<file path="src/rtl/spi_cfg_pkg.sv">
// shared register map, field positions, reset values and word-layout helpers
package spi_cfg_pkg;
	// register byte offsets
	localparam logic [7:0]  CTRL_OFS   = 8'h00; // control word
	localparam logic [7:0]  STAT_OFS   = 8'h04; // status, read only
	localparam logic [7:0]  TXD_OFS    = 8'h08; // transmit word, write only
	localparam logic [7:0]  RXD_OFS    = 8'h0c; // receive word, read only
	localparam logic [7:0]  DIV_OFS    = 8'h10; // half bit time divisor
	// control field positions
	localparam int unsigned SLAVE_SELECT_USE_BIT  = 7;
	localparam int unsigned CLOCK_IDLE_POL_BIT    = 6;
	localparam int unsigned MASTER_ROLE_BIT       = 5;
	localparam int unsigned CLOCK_EDGE_BIT        = 8;
	localparam int unsigned SAMPLE_PHASE_BIT      = 9;
	localparam int unsigned HALF_WORD_BIT         = 10;
	localparam int unsigned WIDE_WORD_BIT         = 11;
	localparam int unsigned MODULE_ON_BIT         = 15;
	localparam int unsigned DEEP_BUFFER_BIT       = 16;
	localparam int unsigned AUDIO_PROTOCOL_BIT    = 23;
	localparam int unsigned FRAMED_OPERATION_BIT  = 31;
	// writable control bits
	localparam logic [31:0] CTRL_MASK  = 32'h8081_8fe0;
	// reset values
	localparam logic [31:0] CTRL_RESET = 32'h0000_0000;
	localparam logic [15:0] DIV_RESET  = 16'h0004;
	// bit counts
	localparam logic [5:0]  BITS_8     = 6'h08;
	localparam logic [5:0]  BITS_16    = 6'h10;
	localparam logic [5:0]  BITS_24    = 6'h18;
	localparam logic [5:0]  BITS_32    = 6'h20;
	// axi response codes
	localparam logic [1:0]  RESP_OKAY  = 2'h0;
	localparam logic [1:0]  RESP_SLVERR = 2'h2;

	typedef enum logic {XFER_IDLE, XFER_RUN} xfer_e;

	// bits clocked per word (channel width in audio operation)
	function automatic logic [5:0] chan_bits(input logic aud, input logic wide,
		input logic half);
		if (aud) begin
			chan_bits = wide ? BITS_32 : BITS_16;
		end else if (wide) begin
			chan_bits = BITS_32;
		end else begin
			chan_bits = half ? BITS_16 : BITS_8;
		end
	endfunction : chan_bits

	// meaningful data bits inside a channel
	function automatic logic [5:0] data_bits(input logic aud, input logic wide,
		input logic half);
		if (aud && wide && half) begin
			data_bits = BITS_24;
		end else begin
			data_bits = chan_bits(aud, wide, half);
		end
	endfunction : data_bits

	// apply axi write strobes to an old word
	function automatic logic [31:0] strb_merge(input logic [31:0] old_w,
		input logic [31:0] new_w, input logic [3:0] strb);
		for (int i = 0; i < 4; i++) begin
			strb_merge[i*8 +: 8] = strb[i] ? new_w[i*8 +: 8] : old_w[i*8 +: 8];
		end
	endfunction : strb_merge
endpackage : spi_cfg_pkg

</file>
<file path="src/rtl/spi_format_ctrl.sv">
// serial port core: control register, word formats, clock phases, axi4-lite slave
//
// Function
// audio, both selects: 24-bit data, 32-bit channels
// audio, wide only: 32-bit data and channels
// audio, no selects: 16-bit data and channels
// plain mode: wide gives 32, none gives 8
// master samples at middle or end, selectable
// slave always samples at bit middle
// sample-phase set needs master already written
// edge bit picks which clock transition shifts
// slave select pin used only when enabled
// polarity bit sets clock idle level
// software avoids access right after disabling
// deep buffer bit writable only when off
// framed operation ignores the clock edge bit
// audio operation forces idle-high clock polarity
// deep buffer bit switches deep buffer operation; code only copies it to deep_buffer_active, buffers stay one word
`timescale 1ns/1ns
module spi_format_ctrl
	import spi_cfg_pkg::*;
#(
	parameter int DIV_W = 16
) (
	// clock and reset
	input  wire logic        aclk,
	input  wire logic        aresetn,
	// axi4-lite write address
	input  wire logic [7:0]  awaddr,
	input  wire logic        awvalid,
	output logic             awready,
	// axi4-lite write data
	input  wire logic [31:0] wdata,
	input  wire logic [3:0]  wstrb,
	input  wire logic        wvalid,
	output logic             wready,
	// axi4-lite write response
	output logic [1:0]       bresp,
	output logic             bvalid,
	input  wire logic        bready,
	// axi4-lite read address
	input  wire logic [7:0]  araddr,
	input  wire logic        arvalid,
	output logic             arready,
	// axi4-lite read data
	output logic [31:0]      rdata,
	output logic [1:0]       rresp,
	output logic             rvalid,
	input  wire logic        rready,
	// serial clock pin
	input  wire logic        serial_clock_in,
	output logic             serial_clock_out,
	output logic             serial_clock_oe,
	// serial data pins
	input  wire logic        serial_data_in,
	output logic             serial_data_out,
	output logic             serial_data_oe,
	// slave select pin, active low
	input  wire logic        slave_select_pin_n,
	// mode status
	output logic             slave_select_in_use,
	output logic             deep_buffer_active
);
	if (DIV_W < 1 || DIV_W > 16) begin : g_chk
		$error("spi_format_ctrl divisor width must be 1..16");
	end

	// registers
	logic [31:0]      ctrl_q;         // control word
	logic [DIV_W-1:0] div_q;          // half bit divisor
	logic [31:0]      txd_q;          // word waiting to go out
	logic [31:0]      rxd_q;          // last received word
	logic             tx_pending_q;   // txd_q not yet loaded
	logic             rx_full_q;      // rxd_q not yet read
	logic [31:0]      tx_q;           // outgoing shifter
	logic [31:0]      rx_q;           // incoming shifter
	logic [5:0]       samp_cnt_q;     // bits sampled in this word
	logic [6:0]       edge_cnt_q;     // master clock transitions
	xfer_e            state_q;        // master sequencer
	logic             sclk_prev_q;    // last synced clock for edges
	logic             first_q;        // slave: first bit already presented
	logic [7:0]       aw_addr_q;      // held write address
	logic             aw_full_q;      // write address held
	logic [31:0]      w_data_q;       // held write data
	logic [3:0]       w_strb_q;       // held strobes
	logic             w_full_q;       // write data held

	// synchronised pins
	logic sclk_s;
	logic sdi_s;
	logic ss_n_s;

	pin_sync #(.W(3)) u_sync (
		.aclk         (aclk),
		.aresetn      (aresetn),
		.pin_in       ({serial_clock_in, serial_data_in, slave_select_pin_n}),
		.pin_sync_out ({sclk_s, sdi_s, ss_n_s})
	);

	// control fields
	wire mod_on      = ctrl_q[MODULE_ON_BIT];
	wire master_role = ctrl_q[MASTER_ROLE_BIT];
	wire audio_en    = ctrl_q[AUDIO_PROTOCOL_BIT];
	wire wide_sel    = ctrl_q[WIDE_WORD_BIT];
	wire half_sel    = ctrl_q[HALF_WORD_BIT];
	wire ss_use      = ctrl_q[SLAVE_SELECT_USE_BIT];
	wire framed_en   = ctrl_q[FRAMED_OPERATION_BIT];

	// effective clocking
	wire eff_pol     = audio_en | ctrl_q[CLOCK_IDLE_POL_BIT];
	wire eff_edge    = framed_en ? 1'b0 : ctrl_q[CLOCK_EDGE_BIT];
	// edge=1: shift on active-to-idle, first bit shown before clocking
	wire shift_trail = eff_edge;
	wire samp_end    = master_role & ctrl_q[SAMPLE_PHASE_BIT];

	// word layout
	wire [5:0] n_chan = chan_bits(audio_en, wide_sel, half_sel);
	wire [5:0] n_data = data_bits(audio_en, wide_sel, half_sel);
	wire [5:0] n_pad  = n_chan - n_data; // 8 only for 24-in-32
	wire [5:0] n_lead = BITS_32 - n_data; // left-justify outgoing data
	wire [31:0] load_val = txd_q << n_lead;
	wire [31:0] rx_in    = {rx_q[30:0], sdi_s};
	wire [31:0] rx_word  = rx_in >> n_pad; // drop padding of 24-bit data
	wire [6:0]  two_n    = {n_chan, 1'b0};
	wire [6:0]  last_e   = (!shift_trail && samp_end) ? two_n + 7'h01 : two_n;

	// master sequencing on half bit ticks
	logic tick;
	wire  m_run  = (state_q == XFER_RUN);
	half_bit_tick #(.DIV_W(DIV_W)) u_tick (
		.aclk    (aclk),
		.aresetn (aresetn),
		.run     (m_run),
		.divisor (div_q),
		.tick    (tick)
	);
	wire [6:0] e_next   = edge_cnt_q + 7'h01;
	wire       m_start  = !m_run && mod_on && master_role && tx_pending_q;
	wire       m_step   = m_run && tick;
	wire       m_toggle = m_step && (e_next <= two_n);
	// change edges: even ones before the last, or odd ones after the first
	wire       m_shift  = m_step && (shift_trail ? (!e_next[0] && e_next < two_n)
	                                              : (e_next[0] && e_next > 7'h01));
	// middle sampling is the opposite edge; end sampling one half bit later
	wire       m_samp   = m_step && (e_next[0] == (shift_trail ^ samp_end))
	                      && !(e_next == 7'h01 && !shift_trail);
	wire       m_last   = m_step && (e_next == last_e);

	// slave edge finding on the synced clock
	wire s_rise    = sclk_s & ~sclk_prev_q;
	wire s_fall    = ~sclk_s & sclk_prev_q;
	wire s_lead    = eff_pol ? s_fall : s_rise;
	wire s_trail   = eff_pol ? s_rise : s_fall;
	wire s_sel     = !ss_use || !ss_n_s;
	wire s_active  = mod_on && !master_role && s_sel;
	// slave always samples mid-bit: opposite the shifting transition
	wire s_samp    = s_active && (shift_trail ? s_lead : s_trail);
	wire s_shift   = s_active && (shift_trail ? s_trail : (s_lead && !first_q));

	// shared shifter control
	wire do_samp   = m_samp | s_samp;
	wire do_shift  = m_shift | s_shift;
	wire word_done = do_samp && (samp_cnt_q == n_chan - 6'h01);
	wire s_reload  = !master_role && (!s_active || word_done);
	wire do_load   = m_start | s_reload;
	wire consume   = m_start | (!master_role && s_active && word_done);
	wire [31:0] tx_d = do_load ? load_val : (do_shift ? {tx_q[30:0], 1'b0} : tx_q);

	// axi decode
	wire aw_hs   = awvalid & awready;
	wire w_hs    = wvalid & wready;
	wire ar_hs   = arvalid & arready;
	wire wr_go   = aw_full_q && w_full_q && !bvalid;
	wire wr_ctrl = wr_go && (aw_addr_q == CTRL_OFS);
	wire wr_txd  = wr_go && (aw_addr_q == TXD_OFS);
	wire wr_div  = wr_go && (aw_addr_q == DIV_OFS);
	wire wr_ok   = wr_ctrl | wr_txd | wr_div | (wr_go && aw_addr_q == STAT_OFS)
	               | (wr_go && aw_addr_q == RXD_OFS);
	wire rd_rxd  = ar_hs && (araddr == RXD_OFS);
	wire rd_map  = (araddr == CTRL_OFS) || (araddr == STAT_OFS) || (araddr == TXD_OFS)
	               || rd_rxd || (araddr == DIV_OFS);

	// control write with its restrictions
	wire [31:0] ctrl_new = strb_merge(ctrl_q, w_data_q, w_strb_q) & CTRL_MASK;
	// a one needs the master bit already stored
	wire smp_ok = ctrl_new[SAMPLE_PHASE_BIT] & master_role;
	// deep buffer bit frozen while the module runs
	wire deep_d = mod_on ? ctrl_q[DEEP_BUFFER_BIT] : ctrl_new[DEEP_BUFFER_BIT];
	wire [31:0] ctrl_d = {ctrl_new[31:17], deep_d, ctrl_new[15:10], smp_ok,
	                      ctrl_new[8:0]};
	wire [31:0] div_new = strb_merge({{(32-DIV_W){1'b0}}, div_q}, w_data_q, w_strb_q);

	// status word: widths and transfer state
	wire [31:0] stat_w = {2'h0, (audio_en ? two_n : {1'b0, n_chan}), 1'b0,
	                      n_data, 2'h0, n_chan, 4'h0, m_run,
	                      rx_full_q, tx_pending_q, mod_on};
	wire [31:0] rd_val = (araddr == CTRL_OFS) ? ctrl_q :
	                     (araddr == STAT_OFS) ? stat_w :
	                     (araddr == RXD_OFS)  ? rxd_q :
	                     (araddr == DIV_OFS)  ? {{(32-DIV_W){1'b0}}, div_q} : 32'h0;

	// control and divisor registers
	always_ff @(posedge aclk) begin
		if (!aresetn) begin
			ctrl_q <= CTRL_RESET;
			div_q  <= DIV_W'(DIV_RESET);
		end else begin
			if (wr_ctrl) begin
				ctrl_q <= ctrl_d;
			end
			if (wr_div) begin
				div_q <= div_new[DIV_W-1:0];
			end
		end
	end

	// transmit holding word; a new write beats a same-cycle load
	always_ff @(posedge aclk) begin
		if (!aresetn) begin
			txd_q        <= 32'h0;
			tx_pending_q <= 1'b0;
		end else if (wr_txd) begin
			txd_q        <= strb_merge(txd_q, w_data_q, w_strb_q);
			tx_pending_q <= 1'b1;
		end else if (consume) begin
			tx_pending_q <= 1'b0;
		end
	end

	// receive word; a finishing word wins over a same-cycle read
	always_ff @(posedge aclk) begin
		if (!aresetn) begin
			rxd_q     <= 32'h0;
			rx_full_q <= 1'b0;
		end else if (word_done) begin
			rxd_q     <= rx_word;
			rx_full_q <= 1'b1;
		end else if (rd_rxd) begin
			rx_full_q <= 1'b0;
		end
	end

	// shifters and bit counter shared by both roles
	always_ff @(posedge aclk) begin
		if (!aresetn) begin
			tx_q       <= 32'h0;
			rx_q       <= 32'h0;
			samp_cnt_q <= 6'h00;
		end else begin
			tx_q <= tx_d;
			if (do_load) begin
				rx_q       <= 32'h0;
				samp_cnt_q <= 6'h00;
			end else if (do_samp) begin
				rx_q       <= rx_in;
				samp_cnt_q <= samp_cnt_q + 6'h01;
			end
		end
	end

	// master sequencer: one word per start
	always_ff @(posedge aclk) begin
		if (!aresetn) begin
			state_q    <= XFER_IDLE;
			edge_cnt_q <= 7'h00;
		end else begin
			case (state_q)
				XFER_IDLE: begin
					edge_cnt_q <= 7'h00;
					if (m_start) begin
						state_q <= XFER_RUN;
					end
				end
				XFER_RUN: begin
					// switching the module off aborts the word
					if (!mod_on || m_last) begin
						state_q <= XFER_IDLE;
					end else if (m_step) begin
						edge_cnt_q <= e_next;
					end
				end
				default: state_q <= XFER_IDLE;
			endcase
		end
	end

	// slave edge history and first-bit marker
	always_ff @(posedge aclk) begin
		if (!aresetn) begin
			sclk_prev_q <= 1'b0;
			first_q     <= 1'b1;
		end else begin
			sclk_prev_q <= sclk_s;
			if (s_reload) begin
				first_q <= 1'b1;
			end else if (s_lead && s_active) begin
				first_q <= 1'b0;
			end
		end
	end

	// pin drivers, all registered
	always_ff @(posedge aclk) begin
		if (!aresetn) begin
			serial_clock_out    <= 1'b0;
			serial_clock_oe     <= 1'b0;
			serial_data_out     <= 1'b0;
			serial_data_oe      <= 1'b0;
			slave_select_in_use <= 1'b0;
			deep_buffer_active  <= 1'b0;
		end else begin
			// idle level follows polarity outside a word
			if (!m_run) begin
				serial_clock_out <= eff_pol;
			end else if (m_toggle) begin
				serial_clock_out <= ~serial_clock_out;
			end
			serial_clock_oe     <= mod_on & master_role;
			serial_data_out     <= tx_d[31];
			serial_data_oe      <= mod_on & (master_role | s_sel);
			slave_select_in_use <= mod_on & !master_role & ss_use;
			deep_buffer_active  <= ctrl_q[DEEP_BUFFER_BIT];
		end
	end

	// axi write channels: hold address and data, answer when both held
	always_ff @(posedge aclk) begin
		if (!aresetn) begin
			awready   <= 1'b1;
			wready    <= 1'b1;
			aw_full_q <= 1'b0;
			w_full_q  <= 1'b0;
			aw_addr_q <= 8'h00;
			w_data_q  <= 32'h0;
			w_strb_q  <= 4'h0;
			bvalid    <= 1'b0;
			bresp     <= RESP_OKAY;
		end else begin
			if (aw_hs) begin
				aw_addr_q <= {awaddr[7:2], 2'h0};
				aw_full_q <= 1'b1;
				awready   <= 1'b0;
			end
			if (w_hs) begin
				w_data_q <= wdata;
				w_strb_q <= wstrb;
				w_full_q <= 1'b1;
				wready   <= 1'b0;
			end
			if (wr_go) begin
				aw_full_q <= 1'b0;
				w_full_q  <= 1'b0;
				bvalid    <= 1'b1;
				bresp     <= wr_ok ? RESP_OKAY : RESP_SLVERR;
			end else if (bvalid && bready) begin
				bvalid  <= 1'b0;
				awready <= 1'b1;
				wready  <= 1'b1;
			end
		end
	end

	// axi read channel: one read at a time, data one cycle after address
	always_ff @(posedge aclk) begin
		if (!aresetn) begin
			arready <= 1'b1;
			rvalid  <= 1'b0;
			rdata   <= 32'h0;
			rresp   <= RESP_OKAY;
		end else if (ar_hs) begin
			arready <= 1'b0;
			rvalid  <= 1'b1;
			rdata   <= rd_val;
			rresp   <= rd_map ? RESP_OKAY : RESP_SLVERR;
		end else if (rvalid && rready) begin
			rvalid  <= 1'b0;
			arready <= 1'b1;
		end
	end
endmodule : spi_format_ctrl

</file>
<file path="src/rtl/pin_sync.sv">
// two flip-flop synchroniser for pins from outside the clock domain
`timescale 1ns/1ns
module pin_sync #(
	parameter int W = 3
) (
	// clock and reset
	input  wire logic         aclk,
	input  wire logic         aresetn,
	// raw pins and synchronised copies
	input  wire logic [W-1:0] pin_in,
	output logic      [W-1:0] pin_sync_out
);
	logic [W-1:0] meta_q; // first stage, read only by the second

	if (W < 1) begin : g_chk
		$error("pin_sync needs at least one bit");
	end

	// two stages; the first is never looked at by any other logic
	always_ff @(posedge aclk) begin
		if (!aresetn) begin
			meta_q       <= '0;
			pin_sync_out <= '0;
		end else begin
			meta_q       <= pin_in;
			pin_sync_out <= meta_q;
		end
	end
endmodule : pin_sync

</file>
<file path="src/rtl/half_bit_tick.sv">
// divider giving a one-cycle pulse every half serial bit time
`timescale 1ns/1ns
module half_bit_tick #(
	parameter int DIV_W = 16
) (
	// clock and reset
	input  wire logic             aclk,
	input  wire logic             aresetn,
	// control
	input  wire logic             run,
	input  wire logic [DIV_W-1:0] divisor,
	// pulse out
	output logic                  tick
);
	logic [DIV_W-1:0] cnt_q; // cycles since last pulse

	if (DIV_W < 1 || DIV_W > 16) begin : g_chk
		$error("half_bit_tick divisor width must be 1..16");
	end

	// period is divisor+1 cycles; restarts whenever run drops
	always_ff @(posedge aclk) begin
		if (!aresetn || !run) begin
			cnt_q <= '0;
			tick  <= 1'b0;
		end else if (cnt_q >= divisor) begin
			cnt_q <= '0;
			tick  <= 1'b1;
		end else begin
			cnt_q <= cnt_q + 1'b1;
			tick  <= 1'b0;
		end
	end
endmodule : half_bit_tick

</file>
<file path="config.mk">
export PLATFORM = sky130hd
export DESIGN_NAME = spi_format_ctrl
export DESIGN_NICKNAME = d
export VERILOG_FILES = /design/src/rtl/spi_cfg_pkg.sv /design/src/rtl/spi_format_ctrl.sv /design/src/rtl/pin_sync.sv /design/src/rtl/half_bit_tick.sv
export SDC_FILE = /design/constraint.sdc
export NUM_CORES = 1
export LEC_CHECK = 0
export ABC_AREA = 1
export BUFFER_PORTS_ARGS = -buffer_cell sky130_fd_sc_hd__buf_2
export CORE_MARGIN = 4
export CORE_UTILIZATION = 65
export CTS_CLUSTER_DIAMETER = 80
export DETAILED_ROUTE_END_ITERATION = 8
export GPL_TIMING_DRIVEN = 0
export PLACE_DENSITY = 0.86
export REMOVE_ABC_BUFFERS = 1
export SLEW_MARGIN = 20
export SYNTH_ARGS = -nofsm -noshare
export SYNTH_HDL_FRONTEND = slang
export SYNTH_HIERARCHICAL = 1
export SYNTH_SLANG_ARGS = --single-unit
</file>
<file path="constraint.sdc">
create_clock -name aclk -period 8.1 [get_ports aclk]
set_clock_uncertainty 0.1 [all_clocks]
set_input_delay 1.215 -clock aclk [delete_from_list [all_inputs] [get_ports aclk]]
set_output_delay 1.215 -clock aclk [all_outputs]
set_load 0.02 [all_outputs]
</file>
==> results by stage <==
Status:
- The flow ran to the end, and the final reports show no timing, DRC or antenna violations.

Synth:
- In the post-synthesis netlist, the biggest area contributors are sky130_fd_sc_hd__dfxtp_1, sky130_fd_sc_hd__nand2_1, sky130_fd_sc_hd__a21oi_1.
- The largest area contributor in the synthesized netlist is sky130_fd_sc_hd__dfxtp_1.
- Of all flip-flops after synthesis, the portion carrying an async set or reset was 0%.
- The number of different library cells used by synthesis comes to 46.
- Summing the sequential cell areas from Yosys gives 41.9% of the chip area.
- For this run, the number of Yosys warnings is 6.
- The top cell type by area accounts for between 40% and 50% of the synthesized area.
- The combined area of all synthesized cells is 13500 µm².
- A synthesized cell averages roughly 7 µm².
- The number of synthesized register bits is roughly 280.
- The number of synthesized flops with an enable pin is 0.
- The cell count after synthesis is ~1900.
- The prevailing post-synth register cell is sky130_fd_sc_hd__dfxtp_1.

STA:
- At the pin with the least slew margin, the transition time is ~1.0 ns.
- The setup violation total in the final timing report is 0.
- The final critical-path required period is about 5.3 ns.
- The part of the cycle the worst path needs is 65.5%.
- In this run the tightest slew margin relative to its limit is between 20 and 30%.
- Setup repair after global routing left no endpoint under its margin.
- The number of pins exceeding their max-slew limit in the final report is 0.
- Adding up every negative setup slack in the final design gives 0 ns.
- Across all setup checks in the final design, the least slack found is 2.79 ns.
- The count of final hold-check violations came to 0.
- The highest attainable clock frequency is roughly 0.19 GHz.

GRT:
- The via count of the first global-routing pass is 11600.
- The final global-route overflow total is 0.
- The wire length of the first global-routing pass is 57.5 mm.
- The number of antenna violations at the first check in global routing came to 0.
- Across every metal layer, demand over resource in global routing totals 29.2%.
- The maximum number of pins on one net before global-route repair is 88.

Critical path:
- The critical path goes through nand2_1, nor2_4, inv_2, nand2_2, inv_1, ha_1, xor2_2, or2_0, nor2_1, nand2_1, nand2_1, inv_1, nor2_1.
- The data arrival time at the worst-slack endpoint is ~5.7 ns.
- The type of destination of the critical path is a register.
- The setup path with the least slack is of type reg -> reg.
- The maximum single-stage delay on the critical path is 0.75 ns.
- The peak fanout along the critical path is 44.
- The worst setup path is launched from a register.
- The data required time at the worst endpoint is 8.46 ns.
- The cell with the largest stage delay on the worst path is sky130_fd_sc_hd__xor2_2.
- The kind of cell with the highest combined delay along the critical path is simple AND/OR/NAND/NOR gates.
- The cell repeated most along the worst path is sky130_fd_sc_hd__nand2_1.
- The worst path buffer plus inverter count is 3.

Die:
- The height of the chip is 152 µm.
- The number of I/O pins is 109.
- Once the floorplan was initialized, standard cells occupied 66.5% of the core.
- The total number of placement rows is 52.
- The core box area is 20400 µm².
- The die footprint is 23200 µm².
- The horizontal extent of the die is 152 µm.

Clock tree:
- The buffer levels on the longest clock path is 3.
- In this run the post-CTS setup repair buffer count came out at 0.
- The number of buffers created by CTS is 29.
- In this run, post-CTS hold repair placed 0 buffers.
- Clock tree synthesis found a total of 283 sinks.
- The cell at the root of the clock tree is sky130_fd_sc_hd__clkbuf_16.
- The number of gates given a new drive strength after cts is 0.
- After clock tree synthesis, the clock-pin slew on the worst setup and hold paths is 0.07 ns.
- TritonCTS built the clock tree.
- The later pin in the worst-skew pair is clocked with a latency of 0.56 ns.
- In this run the number of H-tree levels came out at 1.

Routing:
- The post-detailed-route DRC marker count is 0.
- The iteration-0 DRC count of the detailed router is about 1300.
- The number of vias in the routed layout is 13100.
- The first-pass detailed-route iteration total is 6.
- The average via count per standard cell is 5.78.
- The total wirelength of the detailed-routed design is 36.2 mm.
- The post-detailed-route wirelength per cell is 16.0 µm.
- The count of nets left with antenna violations once routing finished came out at 0.

Power and ir drop:
- IR analysis of the VDD net gives a maximum drop of about 170 µV.
- For this design the ratio of total power to cell area is 204 nW/µm².
- The leakage power summed over all cells is 5.81 nW.

Hold path:
- The worst hold-check path type is reg -> reg.

Placement:
- Before CTS, the worst setup slack after placement is 3.01 ns.
- The last weighted congestion value of the routability-driven placer is between 0.9 and 1.
- In this run the cell area measured after placement is roughly 14000 µm².
- After detailed placement, the design holds a cell count of 2205.
- Input and output buffers added on the ports amount to 104.
- Detailed placement ended at an HPWL of 24.1 mm.

Finish:
- The library cells used most frequently in the layout, excluding fill and tap cells, are sky130_fd_sc_hd__nand2_1, sky130_fd_sc_hd__dfxtp_1, sky130_fd_sc_hd__inv_1, sky130_fd_sc_hd__nor2_1, sky130_fd_sc_hd__a21oi_1.
- Measured on the finished design, the core utilization comes to 73.8%.
- The cell area after layout is 15000 µm².
- The net count reported at finish is between 2000 and 2500.
- Compared with the post-synthesis result, the final layout area differs by 11.1%.
- The leading cell type in the layout, fill and taps excluded is sky130_fd_sc_hd__nand2_1.
- The count of non-filler cells in the finished layout is 2258.
- The post-route netlist has 11.1% of its cells at a drive strength greater than 1.

Job:
- Across the run, the number of max-cap violations was 0.
[synthesized netlist by cell type (3+ instances only)]
cell and number:
sky130_fd_sc_hd__a211oi_1 33, sky130_fd_sc_hd__a21oi_1 183, sky130_fd_sc_hd__a31oi_1 17, sky130_fd_sc_hd__buf_1 11, sky130_fd_sc_hd__buf_2 14, sky130_fd_sc_hd__buf_4 3, sky130_fd_sc_hd__buf_6 6, sky130_fd_sc_hd__clkbuf_1 76
sky130_fd_sc_hd__dfxtp_1 283, sky130_fd_sc_hd__ha_1 28, sky130_fd_sc_hd__inv_1 229, sky130_fd_sc_hd__inv_2 9, sky130_fd_sc_hd__nand2_1 439, sky130_fd_sc_hd__nand2_2 8, sky130_fd_sc_hd__nand3_1 95, sky130_fd_sc_hd__nand4_1 46
sky130_fd_sc_hd__nor2_1 188, sky130_fd_sc_hd__nor2_2 20, sky130_fd_sc_hd__nor3_1 8, sky130_fd_sc_hd__nor3_2 5, sky130_fd_sc_hd__o211ai_1 14, sky130_fd_sc_hd__o21ai_0 152, sky130_fd_sc_hd__o21ai_1 7, sky130_fd_sc_hd__o221a_2 3
sky130_fd_sc_hd__o221ai_1 4, sky130_fd_sc_hd__o22ai_1 9, sky130_fd_sc_hd__xnor2_1 8, sky130_fd_sc_hd__xor2_1 13
[kinds of logic after synthesis]
family / count (synthesis) / synth area share (%)
other: 1 / 0.0277
and+or+nand+nor: 824 / 26.2
xor gates and xnor gates: 23 / 1.60
buffers and inverters: 352 / 10.5
adders and majority gates: 28 / 2.59
AOI/OAI and AO/OA: 426 / 17.2
DFF: 283 / 41.9
[path summary, 6_finish.rpt]
path	start	to	slack, ns	cells past startpoint
max	ctrl_q[23]	tx_q[8]	2.79	13
min	u_sync/meta_q[1]	u_sync/pin_sync_out[1]	0.31	2
max reg2reg	ctrl_q[23]	tx_q[8]	2.79	13
min reg2reg	u_sync/meta_q[1]	u_sync/pin_sync_out[1]	0.31	2
[layout make-up]
type / instances / area (µm²)
diodes: 1 / 2.50
clock buffers: 41 / 851
clock inverters: 11 / 224
fillers: 1600 / 5330
inverters: 240 / 903
multi-input cells: 1303 / 6460
flip-flops and latches: 283 / 5670
well taps: 270 / 338
repair buffers: 109 / 596
[flip-flops by register name, indices dropped and copies added (netlist names), 3 cells and up]
signal and count:
u_tick/cnt_q 16, u_sync/pin_sync_out 3, aw_addr_q 6, w_strb_q 4, edge_cnt_q 7, tx_q 32, u_sync/meta_q 3, rdata 32
ctrl_q 11, samp_cnt_q 6, rx_q 31, txd_q 32, rxd_q 32, w_data_q 32, div_q 16
[metal layers]
layer	part of all wire, %	vias to the layer above	global-route usage [%]
li1	-	6326	-
met2	45	618	47.1
met4	3.8	0	10.2
met5	0	-	0
met3	8.9	116	4.57
met1	42	6002	40.2
[where the power goes]
part           internal, W  switching, W  total (W)
combinational    0.0000433     0.0000953   0.000139
sequential         0.00142     0.0000222    0.00144
clock             0.000922      0.000571    0.00149
[worst register-to-register path, cell delays in order (launching register included)]
cell and delay (ns):
sky130_fd_sc_hd__dfxtp_1 0.51, sky130_fd_sc_hd__nand2_1 0.18, sky130_fd_sc_hd__nor2_4 0.60, sky130_fd_sc_hd__inv_2 0.47, sky130_fd_sc_hd__nand2_2 0.71, sky130_fd_sc_hd__inv_1 0.48
sky130_fd_sc_hd__ha_1 0.38, sky130_fd_sc_hd__xor2_2 0.75, sky130_fd_sc_hd__or2_0 0.62, sky130_fd_sc_hd__nor2_1 0.14, sky130_fd_sc_hd__nand2_1 0.12, sky130_fd_sc_hd__nand2_1 0.06
sky130_fd_sc_hd__inv_1 0.05, sky130_fd_sc_hd__nor2_1 0.03
[per-stage QoR]
stage,power [W],hold slack (ns)
floorplan,0.00154,0.286
global placement,0.00160,0.295
detailed placement,0.00161,0.297
CTS,0.00307,0.311
global route,0.00315,0.343
finish,0.00307,0.310
Power figures use the tool's default switching activity.
